### config.mk
export PLATFORM = sky130hd
export DESIGN_NAME = rxedc_top
export DESIGN_NICKNAME = d
export VERILOG_FILES = /design/src/rxedc_avg.v /design/src/rxedc_top.v
export VERILOG_INCLUDE_DIRS = /design/src /design/src/src
export SDC_FILE = /design/constraint.sdc
export NUM_CORES = 2
export LEC_CHECK = 0
export BUFFER_PORTS_ARGS = -buffer_cell sky130_fd_sc_hd__buf_2
export CAP_MARGIN = 10
export CELL_PAD_IN_SITES_DETAIL_PLACEMENT = 1
export CELL_PAD_IN_SITES_GLOBAL_PLACEMENT = 1
export CORE_AREA = 5 5 303 305
export CTS_CLUSTER_DIAMETER = 100
export DETAILED_ROUTE_END_ITERATION = 8
export DIE_AREA = 0 0 308 310
export HOLD_SLACK_MARGIN = 0.08
export PLACE_DENSITY_LB_ADDON = 0.1
export REMOVE_ABC_BUFFERS = 1
export SLEW_MARGIN = 5
export SYNTH_ARGS = -nofsm -noshare
export SYNTH_HDL_FRONTEND = slang
export SYNTH_HIERARCHICAL = 1
export SYNTH_SLANG_ARGS = --single-unit
### constraint.sdc
create_clock -name aclk -period 77 [get_ports aclk]
set_clock_uncertainty 0.15 [all_clocks]
set_input_delay 11.55 -clock aclk [delete_from_list [all_inputs] [get_ports aclk]]
set_output_delay 11.55 -clock aclk [all_outputs]
set_load 0.05 [all_outputs]
### src/rxedc_defines.vh
// Purpose: Offsets, field positions, reset values and timing counts
// Assumes: 50 MHz aclk, AXI4-Lite word registers
// Notes:   Definitions only
`ifndef RXEDC_DEFINES_VH
`define RXEDC_DEFINES_VH

// ----------------------------------------------------------------
// Register byte offsets
// ----------------------------------------------------------------
`define RXEDC_OFF_BWC      5'h00
`define RXEDC_OFF_DFE      5'h04
`define RXEDC_OFF_AGCC     5'h08
`define RXEDC_OFF_AGCS     5'h0C
`define RXEDC_OFF_EDC      5'h10
`define RXEDC_OFF_EDD      5'h14
`define RXEDC_OFF_EDV      5'h18
`define RXEDC_OFF_STAT     5'h1C

// ----------------------------------------------------------------
// Reset values
// ----------------------------------------------------------------
`define RXEDC_RST_BWC      8'h0B
`define RXEDC_RST_DFE      8'h01
`define RXEDC_RST_AGCC     8'h81
`define RXEDC_RST_AGCS     8'h77
`define RXEDC_RST_EDC      2'h0
`define RXEDC_RST_EDD      8'h01
`define RXEDC_RST_EDV      8'h7F

// ----------------------------------------------------------------
// Field positions and codes
// ----------------------------------------------------------------
`define RXEDC_GAIN_LOOP_ENABLE      0
`define RXEDC_GAIN_HOLD_CTRL    1
`define RXEDC_GAIN_HOLD_STATUS    2
`define RXEDC_GAIN_LOOP_RESET_BIT     3
`define RXEDC_GAIN_INPUT_SEL    6
`define RXEDC_BWC_IFS      4
`define RXEDC_BWC_IFI      5
`define RXEDC_DFE_RCUT_MAX 3'h4
`define RXEDC_BW_MAX       4'hB
`define RXEDC_SR_DEF       4'h1
`define RXEDC_EDM_AUTO     2'h0
`define RXEDC_EDM_SINGLE   2'h1
`define RXEDC_EDM_CONT     2'h2
`define RXEDC_EDM_OFF      2'h3
`define RXEDC_ED_INVALID   8'h7F

// ----------------------------------------------------------------
// Timing: one microsecond in clock cycles
// ----------------------------------------------------------------
`define RXEDC_CLK_MHZ      50
`define RXEDC_US_NS        1000
`define RXEDC_CLK_NS       20
`define RXEDC_CYC_PER_US   (`RXEDC_US_NS / `RXEDC_CLK_NS)

`endif

### src/rxedc_avg.v
// Purpose: Averages signal strength samples over one measurement period
// Assumes: Samples arrive as one-cycle strobes from the gain loop
// Notes:   Power-of-two divide not possible in general; uses sum/count

`include "rxedc_defines.vh"

module rxedc_avg #(
  parameter CNT_W = 16
) (
  input  wire             aclk,
  input  wire             aresetn,
  input  wire             start,
  input  wire             abort,
  input  wire             finish,
  input  wire             smp_vld,
  input  wire [7:0]       smp,
  output reg              res_vld_ff,
  output reg  [7:0]       res_ff
);

  reg signed [CNT_W+7:0]  sum_ff;
  reg        [CNT_W-1:0]  cnt_ff;
  reg                     run_ff;
  wire signed [CNT_W+7:0] smp_ext;
  wire signed [CNT_W+7:0] quot;

  assign smp_ext = {{CNT_W{smp[7]}}, smp};
  assign quot    = sum_ff / $signed({8'h00, cnt_ff});

  // ----------------------------------------------------------------
  // Accumulate, then divide at the period end
  // ----------------------------------------------------------------
  // average of samples
  always @(posedge aclk) begin
    if (!aresetn) begin
      sum_ff     <= {(CNT_W+8){1'b0}};
      cnt_ff     <= {CNT_W{1'b0}};
      run_ff     <= 1'b0;
      res_vld_ff <= 1'b0;
      res_ff     <= `RXEDC_ED_INVALID;
    end else begin
      res_vld_ff <= 1'b0;
      // Publish first: a continuous period ends and restarts on one edge
      if (run_ff && finish && !abort) begin
        res_vld_ff <= 1'b1;
        if (cnt_ff == {CNT_W{1'b0}}) begin
          res_ff <= `RXEDC_ED_INVALID;
        end else begin
          res_ff <= quot[7:0];
        end
      end
      if (start) begin
        sum_ff <= {(CNT_W+8){1'b0}};
        cnt_ff <= {CNT_W{1'b0}};
        run_ff <= 1'b1;
      end else if (abort || finish) begin
        run_ff <= 1'b0;
      end else if (run_ff && smp_vld && smp != `RXEDC_ED_INVALID) begin
        sum_ff <= sum_ff + smp_ext;
        cnt_ff <= cnt_ff + {{(CNT_W-1){1'b0}}, 1'b1};
      end
    end
  end

endmodule

### src/rxedc_top.v
// Purpose: Energy detection sequencer and receiver gain-loop settings
// Assumes: AXI4-Lite slave on aclk; rx state and baseband lines are asynchronous
// Notes:   Analogue effects appear as configuration outputs only
//
// The placing of the registers and the AXI4-Lite interface to the registers were chosen for this implementation.

`include "rxedc_defines.vh"

module rxedc_top #(
  parameter DUR_W = 24
) (
  input  wire        aclk,
  input  wire        aresetn,
  input  wire [4:0]  s_axi_awaddr,
  input  wire        s_axi_awvalid,
  output wire        s_axi_awready,
  input  wire [31:0] s_axi_wdata,
  input  wire [3:0]  s_axi_wstrb,
  input  wire        s_axi_wvalid,
  output wire        s_axi_wready,
  output reg  [1:0]  s_axi_bresp,
  output reg         s_axi_bvalid,
  input  wire        s_axi_bready,
  input  wire [4:0]  s_axi_araddr,
  input  wire        s_axi_arvalid,
  output wire        s_axi_arready,
  output reg  [31:0] s_axi_rdata,
  output reg  [1:0]  s_axi_rresp,
  output reg         s_axi_rvalid,
  input  wire        s_axi_rready,
  input  wire        rx_state_on,
  input  wire        baseband_on_bit,
  input  wire        bb_gain_hold,
  input  wire        bb_meas_cancel,
  input  wire        rssi_vld,
  input  wire [7:0]  rssi,
  output reg         energy_done_irq,
  output reg         if_invert_bit,
  output reg         if_shift_bit,
  output reg  [3:0]  filter_bandwidth_sel,
  output reg  [2:0]  cutoff_sel,
  output reg  [3:0]  sample_rate_sel,
  output reg         gain_input_sel,
  output reg  [1:0]  gain_avg_len,
  output reg         gain_loop_reset_bit,
  output reg         gain_hold_ctrl,
  output reg         gain_loop_enable,
  output reg  [2:0]  gain_target_level,
  output reg  [6:0]  gain_avg_samples
);

  // ----------------------------------------------------------------
  // Sequencer states, one-hot
  // ----------------------------------------------------------------
  localparam [2:0] ST_IDLE = 3'b001;
  localparam [2:0] ST_MEAS = 3'b010;
  localparam [2:0] ST_AUTO = 3'b100;

  reg [7:0]       bwc_ff;
  reg [7:0]       dfe_ff;
  reg [7:0]       agcc_ff;
  reg [7:0]       agcs_ff;
  reg [1:0]       edm_ff;
  reg [7:0]       edd_ff;
  reg [7:0]       edv_ff;
  reg [2:0]       st_ff;
  reg [DUR_W-1:0] tmr_ff;
  reg [1:0]       rx_sync_ff;
  reg [1:0]       bb_sync_ff;
  reg [1:0]       hold_sync_ff;
  reg [1:0]       can_sync_ff;
  reg             aw_ok_ff;
  reg             w_ok_ff;
  reg [4:0]       aw_addr_ff;
  reg [31:0]      w_data_ff;
  reg [3:0]       w_strb_ff;
  reg [DUR_W-1:0] dur_cyc;
  reg [7:0]       basis_us;
  reg [31:0]      rd_word;
  reg             rd_ok;
  reg [2:0]       nxt_st;
  wire            rx_on;
  wire            bb_on;
  wire            bb_hold;
  wire            bb_cancel;
  wire            hold_any;
  wire            wr_go;
  wire            wr_edc;
  wire            edm_wr_single;
  wire            edm_wr_cont;
  wire            period_end;
  wire            avg_vld;
  wire [7:0]      avg_res;
  wire            start_meas;
  wire            start_auto;
  wire            abort_meas;
  reg             hold_q_ff;
  reg             meas_end_ff;
  reg [31:0]      dur_full;

  // ----------------------------------------------------------------
  // Two-stage synchronisers for outside levels
  // ----------------------------------------------------------------
  always @(posedge aclk) begin
    if (!aresetn) begin
      rx_sync_ff   <= 2'b00;
      bb_sync_ff   <= 2'b00;
      hold_sync_ff <= 2'b00;
      can_sync_ff  <= 2'b00;
    end else begin
      rx_sync_ff   <= {rx_sync_ff[0], rx_state_on};
      bb_sync_ff   <= {bb_sync_ff[0], baseband_on_bit};
      hold_sync_ff <= {hold_sync_ff[0], bb_gain_hold};
      can_sync_ff  <= {can_sync_ff[0], bb_meas_cancel};
    end
  end

  assign rx_on     = rx_sync_ff[1];
  assign bb_on     = bb_sync_ff[1];
  assign bb_hold   = bb_sync_ff[1] & hold_sync_ff[1];
  assign bb_cancel = can_sync_ff[1];
  assign hold_any  = bb_hold | agcc_ff[`RXEDC_GAIN_HOLD_CTRL];

  // ----------------------------------------------------------------
  // AXI4-Lite write: address and data taken in either order
  // ----------------------------------------------------------------
  assign s_axi_awready = !aw_ok_ff && !s_axi_bvalid;
  assign s_axi_wready  = !w_ok_ff && !s_axi_bvalid;
  assign wr_go         = aw_ok_ff && w_ok_ff;
  assign wr_edc        = wr_go && aw_addr_ff == `RXEDC_OFF_EDC &&
                         w_strb_ff[0];
  assign edm_wr_single = wr_edc && w_data_ff[1:0] == `RXEDC_EDM_SINGLE;
  assign edm_wr_cont   = wr_edc && w_data_ff[1:0] == `RXEDC_EDM_CONT;

  always @(posedge aclk) begin
    if (!aresetn) begin
      aw_ok_ff     <= 1'b0;
      w_ok_ff      <= 1'b0;
      aw_addr_ff   <= 5'h00;
      w_data_ff    <= 32'h0000_0000;
      w_strb_ff    <= 4'h0;
      s_axi_bvalid <= 1'b0;
      s_axi_bresp  <= 2'b00;
    end else begin
      if (s_axi_awvalid && s_axi_awready) begin
        aw_ok_ff   <= 1'b1;
        aw_addr_ff <= {s_axi_awaddr[4:2], 2'b00};
      end
      if (s_axi_wvalid && s_axi_wready) begin
        w_ok_ff   <= 1'b1;
        w_data_ff <= s_axi_wdata;
        w_strb_ff <= s_axi_wstrb;
      end
      if (wr_go) begin
        aw_ok_ff     <= 1'b0;
        w_ok_ff      <= 1'b0;
        s_axi_bvalid <= 1'b1;
        // Offsets above EDD (the read-only EDV and STAT) answer SLVERR
        s_axi_bresp  <= (aw_addr_ff > `RXEDC_OFF_EDD) ? 2'b10 : 2'b00;
      end else if (s_axi_bvalid && s_axi_bready) begin
        s_axi_bvalid <= 1'b0;
      end
    end
  end

  // ----------------------------------------------------------------
  // Configuration registers
  // ----------------------------------------------------------------
  always @(posedge aclk) begin
    if (!aresetn) begin
      bwc_ff  <= `RXEDC_RST_BWC;
      dfe_ff  <= `RXEDC_RST_DFE;
      agcc_ff <= `RXEDC_RST_AGCC;
      agcs_ff <= `RXEDC_RST_AGCS;
      edd_ff  <= `RXEDC_RST_EDD;
    end else begin
      agcc_ff[`RXEDC_GAIN_LOOP_RESET_BIT] <= 1'b0;
      if (wr_go && w_strb_ff[0]) begin
        case (aw_addr_ff)
          `RXEDC_OFF_BWC:  bwc_ff  <= {2'b00, w_data_ff[5:0]};
          // Bit 4 of the frontend register reads zero
          `RXEDC_OFF_DFE:  dfe_ff  <= {w_data_ff[7:5], 1'b0,
                                       w_data_ff[3:0]};
          `RXEDC_OFF_AGCC: agcc_ff <= {w_data_ff[7:3], 1'b0,
                                       w_data_ff[1:0]};
          `RXEDC_OFF_AGCS: agcs_ff <= {w_data_ff[7:5], 5'h17};
          `RXEDC_OFF_EDD:  edd_ff  <= w_data_ff[7:0];
          default:         edd_ff  <= edd_ff;
        endcase
      end
    end
  end

  // ----------------------------------------------------------------
  // Field decode toward the receiver; all outputs registered
  // ----------------------------------------------------------------
  always @(posedge aclk) begin
    if (!aresetn) begin
      if_invert_bit        <= 1'b0;
      if_shift_bit         <= 1'b0;
      filter_bandwidth_sel <= `RXEDC_BW_MAX;
      cutoff_sel           <= 3'h0;
      sample_rate_sel      <= `RXEDC_SR_DEF;
      gain_input_sel       <= 1'b0;
      gain_avg_len         <= 2'h0;
      gain_avg_samples     <= 7'd8;
      gain_loop_reset_bit  <= 1'b0;
      gain_hold_ctrl       <= 1'b0;
      gain_loop_enable     <= 1'b1;
      gain_target_level    <= 3'h3;
    end else begin
      if_invert_bit        <= bwc_ff[`RXEDC_BWC_IFI];
      if_shift_bit         <= bwc_ff[`RXEDC_BWC_IFS];
      // bandwidth code, out-of-range kept at default
      filter_bandwidth_sel <= (bwc_ff[3:0] > `RXEDC_BW_MAX) ?
                              `RXEDC_BW_MAX : bwc_ff[3:0];
      cutoff_sel           <= (dfe_ff[7:5] > `RXEDC_DFE_RCUT_MAX) ?
                              3'h0 : dfe_ff[7:5];
      case (dfe_ff[3:0])
        4'h1, 4'h2, 4'h3, 4'h4, 4'h5, 4'h6, 4'h8, 4'hA:
          sample_rate_sel <= dfe_ff[3:0];
        default:
          sample_rate_sel <= `RXEDC_SR_DEF;
      endcase
      gain_input_sel       <= agcc_ff[`RXEDC_GAIN_INPUT_SEL];
      gain_avg_len         <= agcc_ff[5:4];
      gain_avg_samples     <= 7'd8 << agcc_ff[5:4];
      gain_loop_reset_bit  <= agcc_ff[`RXEDC_GAIN_LOOP_RESET_BIT];
      gain_hold_ctrl       <= hold_any;
      gain_loop_enable     <= agcc_ff[`RXEDC_GAIN_LOOP_ENABLE];
      gain_target_level    <= agcs_ff[7:5];
    end
  end

  // ----------------------------------------------------------------
  // Averaging time in cycles
  // ----------------------------------------------------------------
  // factor times basis
  always @* begin
    case (edd_ff[1:0])
      2'h0:    basis_us = 8'd2;
      2'h1:    basis_us = 8'd8;
      2'h2:    basis_us = 8'd32;
      default: basis_us = 8'd128;
    endcase
    // Longest period fits the timer, so the product is cut on purpose
    dur_full = edd_ff[7:2] * basis_us * `RXEDC_CYC_PER_US;
    dur_cyc  = dur_full[DUR_W-1:0];
  end

  // ----------------------------------------------------------------
  // Sequencer
  // ----------------------------------------------------------------
  // run only in receive, not in off mode
  assign start_meas = rx_on && (edm_wr_single || edm_wr_cont);
  assign start_auto = st_ff == ST_IDLE && rx_on && edm_ff ==
                      `RXEDC_EDM_AUTO && hold_any && !hold_q_ff;
  assign period_end = (st_ff != ST_IDLE) && tmr_ff == {DUR_W{1'b0}};
  assign abort_meas = !rx_on || (st_ff == ST_AUTO &&
                      (bb_cancel || !hold_any));

  always @* begin
    nxt_st = st_ff;
    case (st_ff)
      ST_IDLE: begin
        if (start_meas) begin
          nxt_st = ST_MEAS;
        end else if (start_auto) begin
          nxt_st = ST_AUTO;
        end
      end
      ST_MEAS: begin
        if (!rx_on || (wr_edc && !start_meas)) begin
          nxt_st = ST_IDLE;
        end else if (period_end && edm_ff != `RXEDC_EDM_CONT) begin
          nxt_st = ST_IDLE;
        end
      end
      ST_AUTO: begin
        if (start_meas) begin
          nxt_st = ST_MEAS;
        end else if (abort_meas || period_end) begin
          nxt_st = ST_IDLE;
        end
      end
      default: nxt_st = ST_IDLE;
    endcase
  end

  always @(posedge aclk) begin
    if (!aresetn) begin
      st_ff           <= ST_IDLE;
      tmr_ff          <= {DUR_W{1'b0}};
      edm_ff          <= `RXEDC_RST_EDC;
      hold_q_ff       <= 1'b0;
      meas_end_ff     <= 1'b0;
      energy_done_irq <= 1'b0;
      edv_ff          <= `RXEDC_RST_EDV;
    end else begin
      st_ff           <= nxt_st;
      hold_q_ff       <= hold_any;
      // Single is already idle when its result lands; remember the kind
      meas_end_ff     <= period_end && !abort_meas && st_ff == ST_MEAS;
      energy_done_irq <= 1'b0;
      if (nxt_st != ST_IDLE && (nxt_st != st_ff || period_end)) begin
        tmr_ff <= dur_cyc;
      end else if (tmr_ff != {DUR_W{1'b0}}) begin
        tmr_ff <= tmr_ff - {{(DUR_W-1){1'b0}}, 1'b1};
      end
      // single returns mode to automatic at its end
      if (st_ff == ST_MEAS && period_end &&
          edm_ff == `RXEDC_EDM_SINGLE) begin
        edm_ff <= `RXEDC_EDM_AUTO;
      // leaving receive in continuous restores automatic
      end else if (st_ff == ST_MEAS && !rx_on) begin
        edm_ff <= `RXEDC_EDM_AUTO;
      end else if (wr_edc) begin
        edm_ff <= w_data_ff[1:0];
      end
      if (avg_vld && meas_end_ff) begin
        edv_ff          <= avg_res;
        energy_done_irq <= 1'b1;
      // automatic result overwrites, no done pulse
      end else if (avg_vld) begin
        edv_ff <= avg_res;
      end
    end
  end

  // Averager restarts at each period so results never mix
  rxedc_avg #(
    .CNT_W (DUR_W)
  ) u_avg (
    .aclk       (aclk),
    .aresetn    (aresetn),
    .start      (nxt_st != ST_IDLE && (nxt_st != st_ff || period_end)),
    .abort      (nxt_st == ST_IDLE && !period_end),
    .finish     (period_end && !abort_meas),
    .smp_vld    (rssi_vld),
    .smp        (rssi),
    .res_vld_ff (avg_vld),
    .res_ff     (avg_res)
  );

  // ----------------------------------------------------------------
  // AXI4-Lite read
  // ----------------------------------------------------------------
  always @* begin
    rd_ok   = 1'b1;
    rd_word = 32'h0000_0000;
    case ({s_axi_araddr[4:2], 2'b00})
      `RXEDC_OFF_BWC:  rd_word[7:0] = bwc_ff;
      `RXEDC_OFF_DFE:  rd_word[7:0] = dfe_ff;
      `RXEDC_OFF_AGCC: rd_word[7:0] = {agcc_ff[7:3], hold_any,
                                       agcc_ff[1:0]};
      `RXEDC_OFF_AGCS: rd_word[7:0] = agcs_ff;
      `RXEDC_OFF_EDC:  rd_word[1:0] = edm_ff;
      `RXEDC_OFF_EDD:  rd_word[7:0] = edd_ff;
      `RXEDC_OFF_EDV:  rd_word[7:0] = edv_ff;
      `RXEDC_OFF_STAT: rd_word[3:0] = {bb_on, rx_on, st_ff[2:1] != 2'b00,
                                       st_ff[1]};
      default:         rd_ok = 1'b0;
    endcase
  end

  assign s_axi_arready = !s_axi_rvalid;

  always @(posedge aclk) begin
    if (!aresetn) begin
      s_axi_rvalid <= 1'b0;
      s_axi_rdata  <= 32'h0000_0000;
      s_axi_rresp  <= 2'b00;
    end else if (s_axi_arvalid && s_axi_arready) begin
      s_axi_rvalid <= 1'b1;
      s_axi_rdata  <= rd_word;
      s_axi_rresp  <= rd_ok ? 2'b00 : 2'b10;
    end else if (s_axi_rvalid && s_axi_rready) begin
      s_axi_rvalid <= 1'b0;
    end
  end

endmodule

# After elaboration in Yosys (flattened, before gate mapping)
# Index checks and enable logic that the tools add are counted.
dict set report totals {
  register_bits 199
  out_inout_bits 71
}
dict set report classes {
  n_addsub 3
  mul 2
  n_div 1
  magnitude_cmp 3
  n_eq_ne 34
  n_shift 1
  mux 25
  bitwise_logic 4
  n_reduce_logical 79
}
# cell n
set op_table {}
lappend op_table {{24-bit logical NOT} 2}
lappend op_table {{20-bit two-way mux} 2}
lappend op_table {{1-bit logical AND} 34}
lappend op_table {{32-bit by 8-bit adder with 32-bit output} 1}
lappend op_table {{32-bit by 25-bit divider with 32-bit output} 1}
lappend op_table {{24-bit by 1-bit adder with 24-bit output, second input constant} 1}
lappend op_table {{8-bit two-way mux} 3}
lappend op_table {{4-bit one-hot mux with 6 select lines} 1}
lappend op_table {{8-bit one-hot mux with 3 select lines} 1}
lappend op_table {{24-bit nonzero test} 1}
lappend op_table {{24-bit by 1-bit subtractor with 24-bit output, second input constant} 1}
lappend op_table {{3-bit equality test, second input constant} 7}
lappend op_table {{14-bit by 5-bit multiplier with 19-bit output, second input constant} 1}
lappend op_table {{3-bit two-way mux} 6}
lappend op_table {{2-bit one-hot mux with 8 select lines} 1}
lappend op_table {{3-bit by 2-bit equality test with 1-bit output, second input constant} 5}
lappend op_table {{6-bit by 8-bit multiplier with 14-bit output} 1}
lappend op_table {{2-bit one-hot mux with 7 select lines} 1}
lappend op_table {{2-bit AND reduction} 7}
lappend op_table {{3-bit by 1-bit equality test with 1-bit output, second input constant} 4}
lappend op_table {{4-bit by 3-bit equality test with 1-bit output, second input constant} 3}
lappend op_table {{2-bit nonzero test} 6}
lappend op_table {{1-bit logical NOT} 11}
lappend op_table {{3-bit one-hot mux with 3 select lines} 1}
lappend op_table {{other kinds (26)} 50}

# Depth between registers and ports, before layout
dict set report depth {
  ltp_word 16
  depth_mapped 396
  depth_no_buf 357
}

# By module
# Netlist, hierarchy kept.
# module instances cells_per_inst area_each_um2 seq_area_each_um2
set by_module_without_submodules {}
lappend by_module_without_submodules {rxedc_avg 1 4329 30864.6 1321.3}
lappend by_module_without_submodules {rxedc_top 1 852 7701.1 2582.5}

# Worst setup path before layout
# OpenSTA, ideal clock, no wires.
dict set report synth_timing {
  kind {register to register}
  start {reg u_avg.sum_ff[13]}
  end {reg u_avg.res_ff[6]}
  setup_time_ps 129
  arrival_time_ps 81353
  required_ps 76721
  slack_ps -4632
  path_stages_with_launch 372
  path_buffers 45
  synth_period_minus_slack_ps 81632
  cell_sequence {dfxtp_1 > buf_2 > or4_1 > buf_2 > or4_1 > buf_2 > nor4_4 > ha_1 > nand2_1 > or4_1 > o21a_1 > ha_1 > o21a_1 > nor2_1 > or4_1 > o211ai_1 > o31ai_1 > ha_1 > [336 not listed] > nand2b_1 > a21o_1 > a21o_1 > a21o_1 > a21o_1 > a21o_1 > a21oi_1 > o31ai_1 > inv_1 > nand4b_1 > o2bb2ai_1 > and3_1 > ha_1 > nand2_1 > o31ai_1 > xnor2_1 > o22ai_1 > nand2_1}
}
dict set report synth_via {
  elab_chain_cells 2
}
# element line_no
set synth_lines {}
lappend synth_lines {{start: declaration} rxedc_avg.v:21} ;# reg signed [CNT_W+7:0] sum_ff;
lappend synth_lines {{start signal: assignment} rxedc_avg.v:36} ;# sum_ff <= {(CNT_W+8){1'b0}};
lappend synth_lines {{start signal: assignment} rxedc_avg.v:53} ;# sum_ff <= {(CNT_W+8){1'b0}};
lappend synth_lines {{start signal: assignment} rxedc_avg.v:59} ;# sum_ff <= sum_ff + smp_ext;
lappend synth_lines {{32-bit by 25-bit divider with 32-bit output} rxedc_avg.v:28} ;# assign quot = sum_ff / $signed({8'h00, cnt_ff});
lappend synth_lines {{8-bit two-way mux} rxedc_avg.v:46} ;# if (cnt_ff == {CNT_W{1'b0}}) begin
lappend synth_lines {{end signal: assignment} rxedc_avg.v:40} ;# res_ff <= `RXEDC_ED_INVALID;
lappend synth_lines {{end signal: assignment} rxedc_avg.v:47} ;# res_ff <= `RXEDC_ED_INVALID;
lappend synth_lines {{end signal: assignment} rxedc_avg.v:49} ;# res_ff <= quot[7:0];
lappend synth_lines {{end: declaration} rxedc_avg.v:18} ;# output reg [7:0] res_ff
# Every way passes these cells.
# A chain may end at the register's enable or synchronous reset.

# Worst setup path after layout
dict set report layout_timing {
  start {reg u_avg.sum_ff[12]}
  end {reg u_avg.res_ff[6]}
}
# The elaborated chain is that of the path after synthesis.

==> insert_results.sql <==
INSERT INTO impl_metrics (metric_group, metric, value, unit) VALUES
('run_status', 'outcome', 'finished with violations', ''),
('run_status', 'violations', 'setup timing', ''),
('clocking', 'insertion_delay', '510', 'ps'),
('setup_path', 'worst_path_max_delay_cell', 'sky130_fd_sc_hd__or4_4', ''),
('setup_path', 'end_kind', 'register', ''),
('setup_path', 'critPathMostFrequentCell', 'sky130_fd_sc_hd__buf_4', ''),
('setup_path', 'arrival', '77280', 'ps'),
('yosys', 'synthArstFlopShare', '0', '%'),
('timing', 'total_negative_setup_slack', '-103', 'ps'),
('timing', 'slew-limit-headroom', '17.5', '%'),
('setup_path', 'setup.worst_path.class', 'reg2reg', ''),
('timing', 'period_needed', '77070', 'ps'),
('die', 'fp.dieArea', '95500', 'sq um'),
('clocking', 'clock_path_buffers', '2', ''),
('clocking', 'cts-buffers-inserted', '17', ''),
('global_route', 'groute.usage.overall', '32.3', '%'),
('die', 'io_pins', '137', ''),
('clocking', 'clock_sinks', '195', ''),
('yosys', 'synthTopCellsByArea', 'sky130_fd_sc_hd__ha_1, sky130_fd_sc_hd__dfxtp_1, sky130_fd_sc_hd__xnor2_1', ''),
('yosys', 'part_of_the_yosys_area_used_for_sequential_elements', '10.1', '%'),
('clocking', 'cts_hold_repair.buffers', '0', ''),
('setup_path', 'cpPeakStageDelay', '560', 'ps'),
('drt', 'drtPass1Iterations', '7', ''),
('clocking', 'clock_tree_from_tritoncts', 'done', ''),
('global_route', 'largest_net_degree_at_the_start_of_global_routing', '67', ''),
('yosys', 'synth_cell_type_count', '119', ''),
('drt', 'routed_wire_length_per_instance', '23.3', 'um'),
('yosys', 'yosysTopAreaCellShare', '19.3', '%'),
('yosys', 'synthCells', '5181', ''),
('drt', 'route.detailed.vias_per_inst', '6.15', ''),
('setup_path', 'crit_required', '77210', 'ps'),
('drt', 'ant_nets', '0', ''),
('setup_path', 'critPathTopFamily', 'compound AO/OA/AOI/OAI gates', ''),
('final_layout', 'final-instance-count-excl-fill', '7963', ''),
('yosys', 'ys_dominant_reg_cell', 'sky130_fd_sc_hd__dfxtp_1', ''),
('die', 'initial_utilization', '43.3', '%'),
('final_layout', 'postLayoutCoreUtil', '61.3', '%'),
('place', 'gpl.final_weighted_congestion', '0.933', ''),
('drt', 'vias', '49000', ''),
('timing', 'max_freq', '13.0', 'MHz'),
('die', 'fp.dieW', '308', 'um'),
('die', 'die_height', '310', 'um'),
('clocking', 'path_clk_slew', '90', 'ps'),
('yosys', 'synth_enable_flop_cells', '0', ''),
('yosys', 'yosys_warnings', '6', ''),
('place', 'worst_case_setup_slack_after_placement', '-4600', 'ps'),
('yosys', 'synth.largest_area_cell', 'sky130_fd_sc_hd__ha_1', ''),
('timing', 'finalSetupViolCount', '2', ''),
('global_route', 'grt_pass1_vias', '49700', ''),
('final_layout', 'share_of_final_layout_standard_cells_stronger_than_drive_strength_1', '34.1', '%'),
('final_layout', 'nNetsFinal', '7448', ''),
('run', 'timing.max_cap.violations', '0', ''),
('timing', 'fin_crit_sh', '100', '%'),
('drt', 'finalWirelength', '186000', 'um'),
('timing', 'finalWorstSetupSlack', '-70.0', 'ps'),
('place', 'detailed_place_hpwl', '129000', 'um'),
('clocking', 'clock_tree.root_cell', 'sky130_fd_sc_hd__clkbuf_16', ''),
('timing', 'hold_viol', '0', ''),
('setup_path', 'timing.critical_path.buf_inv', '53', ''),
('timing', 'timing_worst_slew_pin_value', '1230', 'ps'),
('timing', 'final-max-slew-violation-count', '0', ''),
('drt', 'drtIter0Drc', '3338', ''),
('global_route', 'globalRoute.totalOverflow', '0', ''),
('global_route', 'global_route_wire_length_before_repair', '256000', 'um'),
('clocking', 'htreeDepth', '4', ''),
('place', 'portBuffers', '75', ''),
('die', 'fp-row-count', '110', ''),
('global_route', 'grt_antenna_before_repair', '5', ''),
('setup_path', 'startpoint_type', 'register', ''),
('yosys', 'post_synth.cell_area_avg', '7.44', 'sq um'),
('place', 'placed_cells', '7841', ''),
('drt', 'drcViolationCount', '0', ''),
('die', 'core_area', '89000', 'sq um'),
('setup_path', 'critical_path.max_fanout', '20', ''),
('hold_path', 'hold_path.class', 'reg2reg', ''),
('yosys', 'mapped_cell_area', '38600', 'sq um'),
('final_layout', 'syn2layout_area_growth', '41.6', '%'),
('yosys', 'postSynthRegisterBits', '195', '');
per-layer routing:
layer	routed length, um	global-route usage, %	vias to the layer above
met5	58	0	-
met4	10300	11.1	8
met3	11400	3.77	775
met2	90300	58.8	1962
met1	73700	39.6	24100
li1	-	-	22200
synthesized netlist by cell type, types with 15 or more instances:
| cell type | n |
|---|---|
| sky130_fd_sc_hd__mux2_2 | 170 |
| sky130_fd_sc_hd__o211ai_1 | 55 |
| sky130_fd_sc_hd__a21boi_0 | 42 |
| sky130_fd_sc_hd__nor4_1 | 28 |
| sky130_fd_sc_hd__buf_4 | 33 |
| sky130_fd_sc_hd__nor2_1 | 474 |
| sky130_fd_sc_hd__nand2b_1 | 60 |
| sky130_fd_sc_hd__o21ai_0 | 217 |
| sky130_fd_sc_hd__a211oi_1 | 55 |
| sky130_fd_sc_hd__o21bai_1 | 29 |
| sky130_fd_sc_hd__nor2b_1 | 96 |
| sky130_fd_sc_hd__o31a_1 | 17 |
| sky130_fd_sc_hd__a31oi_1 | 50 |
| sky130_fd_sc_hd__or3_1 | 63 |
| sky130_fd_sc_hd__nand3b_1 | 15 |
| sky130_fd_sc_hd__inv_1 | 221 |
| sky130_fd_sc_hd__and3_1 | 66 |
| sky130_fd_sc_hd__o31ai_1 | 84 |
| sky130_fd_sc_hd__nor3b_1 | 16 |
| sky130_fd_sc_hd__xor2_1 | 137 |
| sky130_fd_sc_hd__buf_2 | 23 |
| sky130_fd_sc_hd__or2_2 | 46 |
| sky130_fd_sc_hd__nand2_1 | 469 |
| sky130_fd_sc_hd__mux2i_1 | 74 |
| sky130_fd_sc_hd__dfxtp_1 | 195 |
| sky130_fd_sc_hd__clkbuf_1 | 117 |
| sky130_fd_sc_hd__or4_1 | 20 |
| sky130_fd_sc_hd__nor3_1 | 177 |
| sky130_fd_sc_hd__and2_1 | 82 |
| sky130_fd_sc_hd__ha_1 | 596 |
| sky130_fd_sc_hd__a21oi_1 | 396 |
| sky130_fd_sc_hd__o22ai_1 | 18 |
| sky130_fd_sc_hd__a221oi_1 | 16 |
| sky130_fd_sc_hd__nand4_1 | 35 |
| sky130_fd_sc_hd__xnor2_1 | 256 |
| sky130_fd_sc_hd__a21o_1 | 135 |
| sky130_fd_sc_hd__nand3_1 | 126 |
| sky130_fd_sc_hd__o21a_1 | 136 |
| sky130_fd_sc_hd__a211o_1 | 21 |
worst register-to-register path, delay by kind of cell, from the launching register on:
| family | cells | cell delay (ps) |
|---|---|---|
| buffers and inverters | 53 | 8540 |
| XOR/XNOR | 2 | 270 |
| AND/OR/NAND/NOR | 80 | 16430 |
| adder cells (fa/ha/maj) | 33 | 9350 |
| AO/OA/AOI/OAI | 189 | 37930 |
| flip-flops | 1 | 320 |
| multiplexers | 12 | 4050 |
layout by cell type (no fill, tap or decap), types with 75 or more instances in the layout:
cell | Yosys | routed
sky130_fd_sc_hd__a21o_1 | 135 | 134
sky130_fd_sc_hd__a21oi_1 | 396 | 346
sky130_fd_sc_hd__and2_1 | 82 | 82
sky130_fd_sc_hd__buf_2 | 23 | 75
sky130_fd_sc_hd__buf_4 | 33 | 1642
sky130_fd_sc_hd__dfxtp_1 | 195 | 194
sky130_fd_sc_hd__ha_1 | 596 | 578
sky130_fd_sc_hd__inv_1 | 221 | 214
sky130_fd_sc_hd__mux2_2 | 170 | 164
sky130_fd_sc_hd__nand2_1 | 469 | 463
sky130_fd_sc_hd__nand3_1 | 126 | 117
sky130_fd_sc_hd__nor2_1 | 474 | 459
sky130_fd_sc_hd__nor2b_1 | 96 | 94
sky130_fd_sc_hd__nor3_1 | 177 | 159
sky130_fd_sc_hd__o21a_1 | 136 | 130
sky130_fd_sc_hd__o21ai_0 | 217 | 181
sky130_fd_sc_hd__xnor2_1 | 256 | 256
sky130_fd_sc_hd__xor2_1 | 137 | 137
sequential cells by signal (all words and copies together) (netlist names), 4 cells and up:
signal	count
bwc_ff	6
edv_ff	8
filter_bandwidth_sel	4
w_data_ff	8
agcc_ff	7
u_avg/sum_ff	32
tmr_ff	24
edd_ff	8
sample_rate_sel	4
s_axi_rdata	8
dfe_ff	7
u_avg/res_ff	8
u_avg/cnt_ff	24
gain_avg_samples	4
final cells by class:
class,count,area (sq um)
Multi-Input combinational cell,4599,34800
Fill cell,11100,34400
Timing Repair Buffer,1734,13000
Sequential cell,195,3910
Tap cell,1176,1470
Inverter,225,845
Clock buffer,18,439
Clock inverter,14,155
Antenna cell,2,5.00
through the flow:
step	area (sq um)	hold WS (ps)
after floorplan	37800	254
after global placement	51600	266
after detailed placement	51600	278
after CTS	52700	325
after global routing	54600	340
final	54600	317
cells by family (layout without fill, tap and decap cells):
kind of cell,Yosys count,after routing,synth area share [%]
and+or+nand+nor,1836,1836,23.4
AOI/OAI and AO/OA,1480,1480,25.8
adders and majority gates,611,611,20.1
buffers and inverters,416,1991,4.52
xor gates and xnor gates,394,394,8.98
muxes,248,248,7.04
DFF,195,195,10.1
other,1,32,0.00972
what timing repair did:
item,4_1_cts,5_1_grt
setup endpoints to repair,8,8
gates resized for setup,104,285
pin swaps,15,129
setup buffers,13,74
gates cloned,0,2
final timing paths:
kind                     from               to  slack (ps)  cells past startpoint
min             bb_sync_ff[0]    bb_sync_ff[1]         320                      1
min reg2reg     bb_sync_ff[0]    bb_sync_ff[1]         320                      1
max          u_avg/sum_ff[12]  u_avg/res_ff[6]         -70                    369
max reg2reg  u_avg/sum_ff[12]  u_avg/res_ff[6]         -70                    369
Power is not shown: default switching activity piles up to over one toggle a cycle in this logic, so the estimate is an artifact.
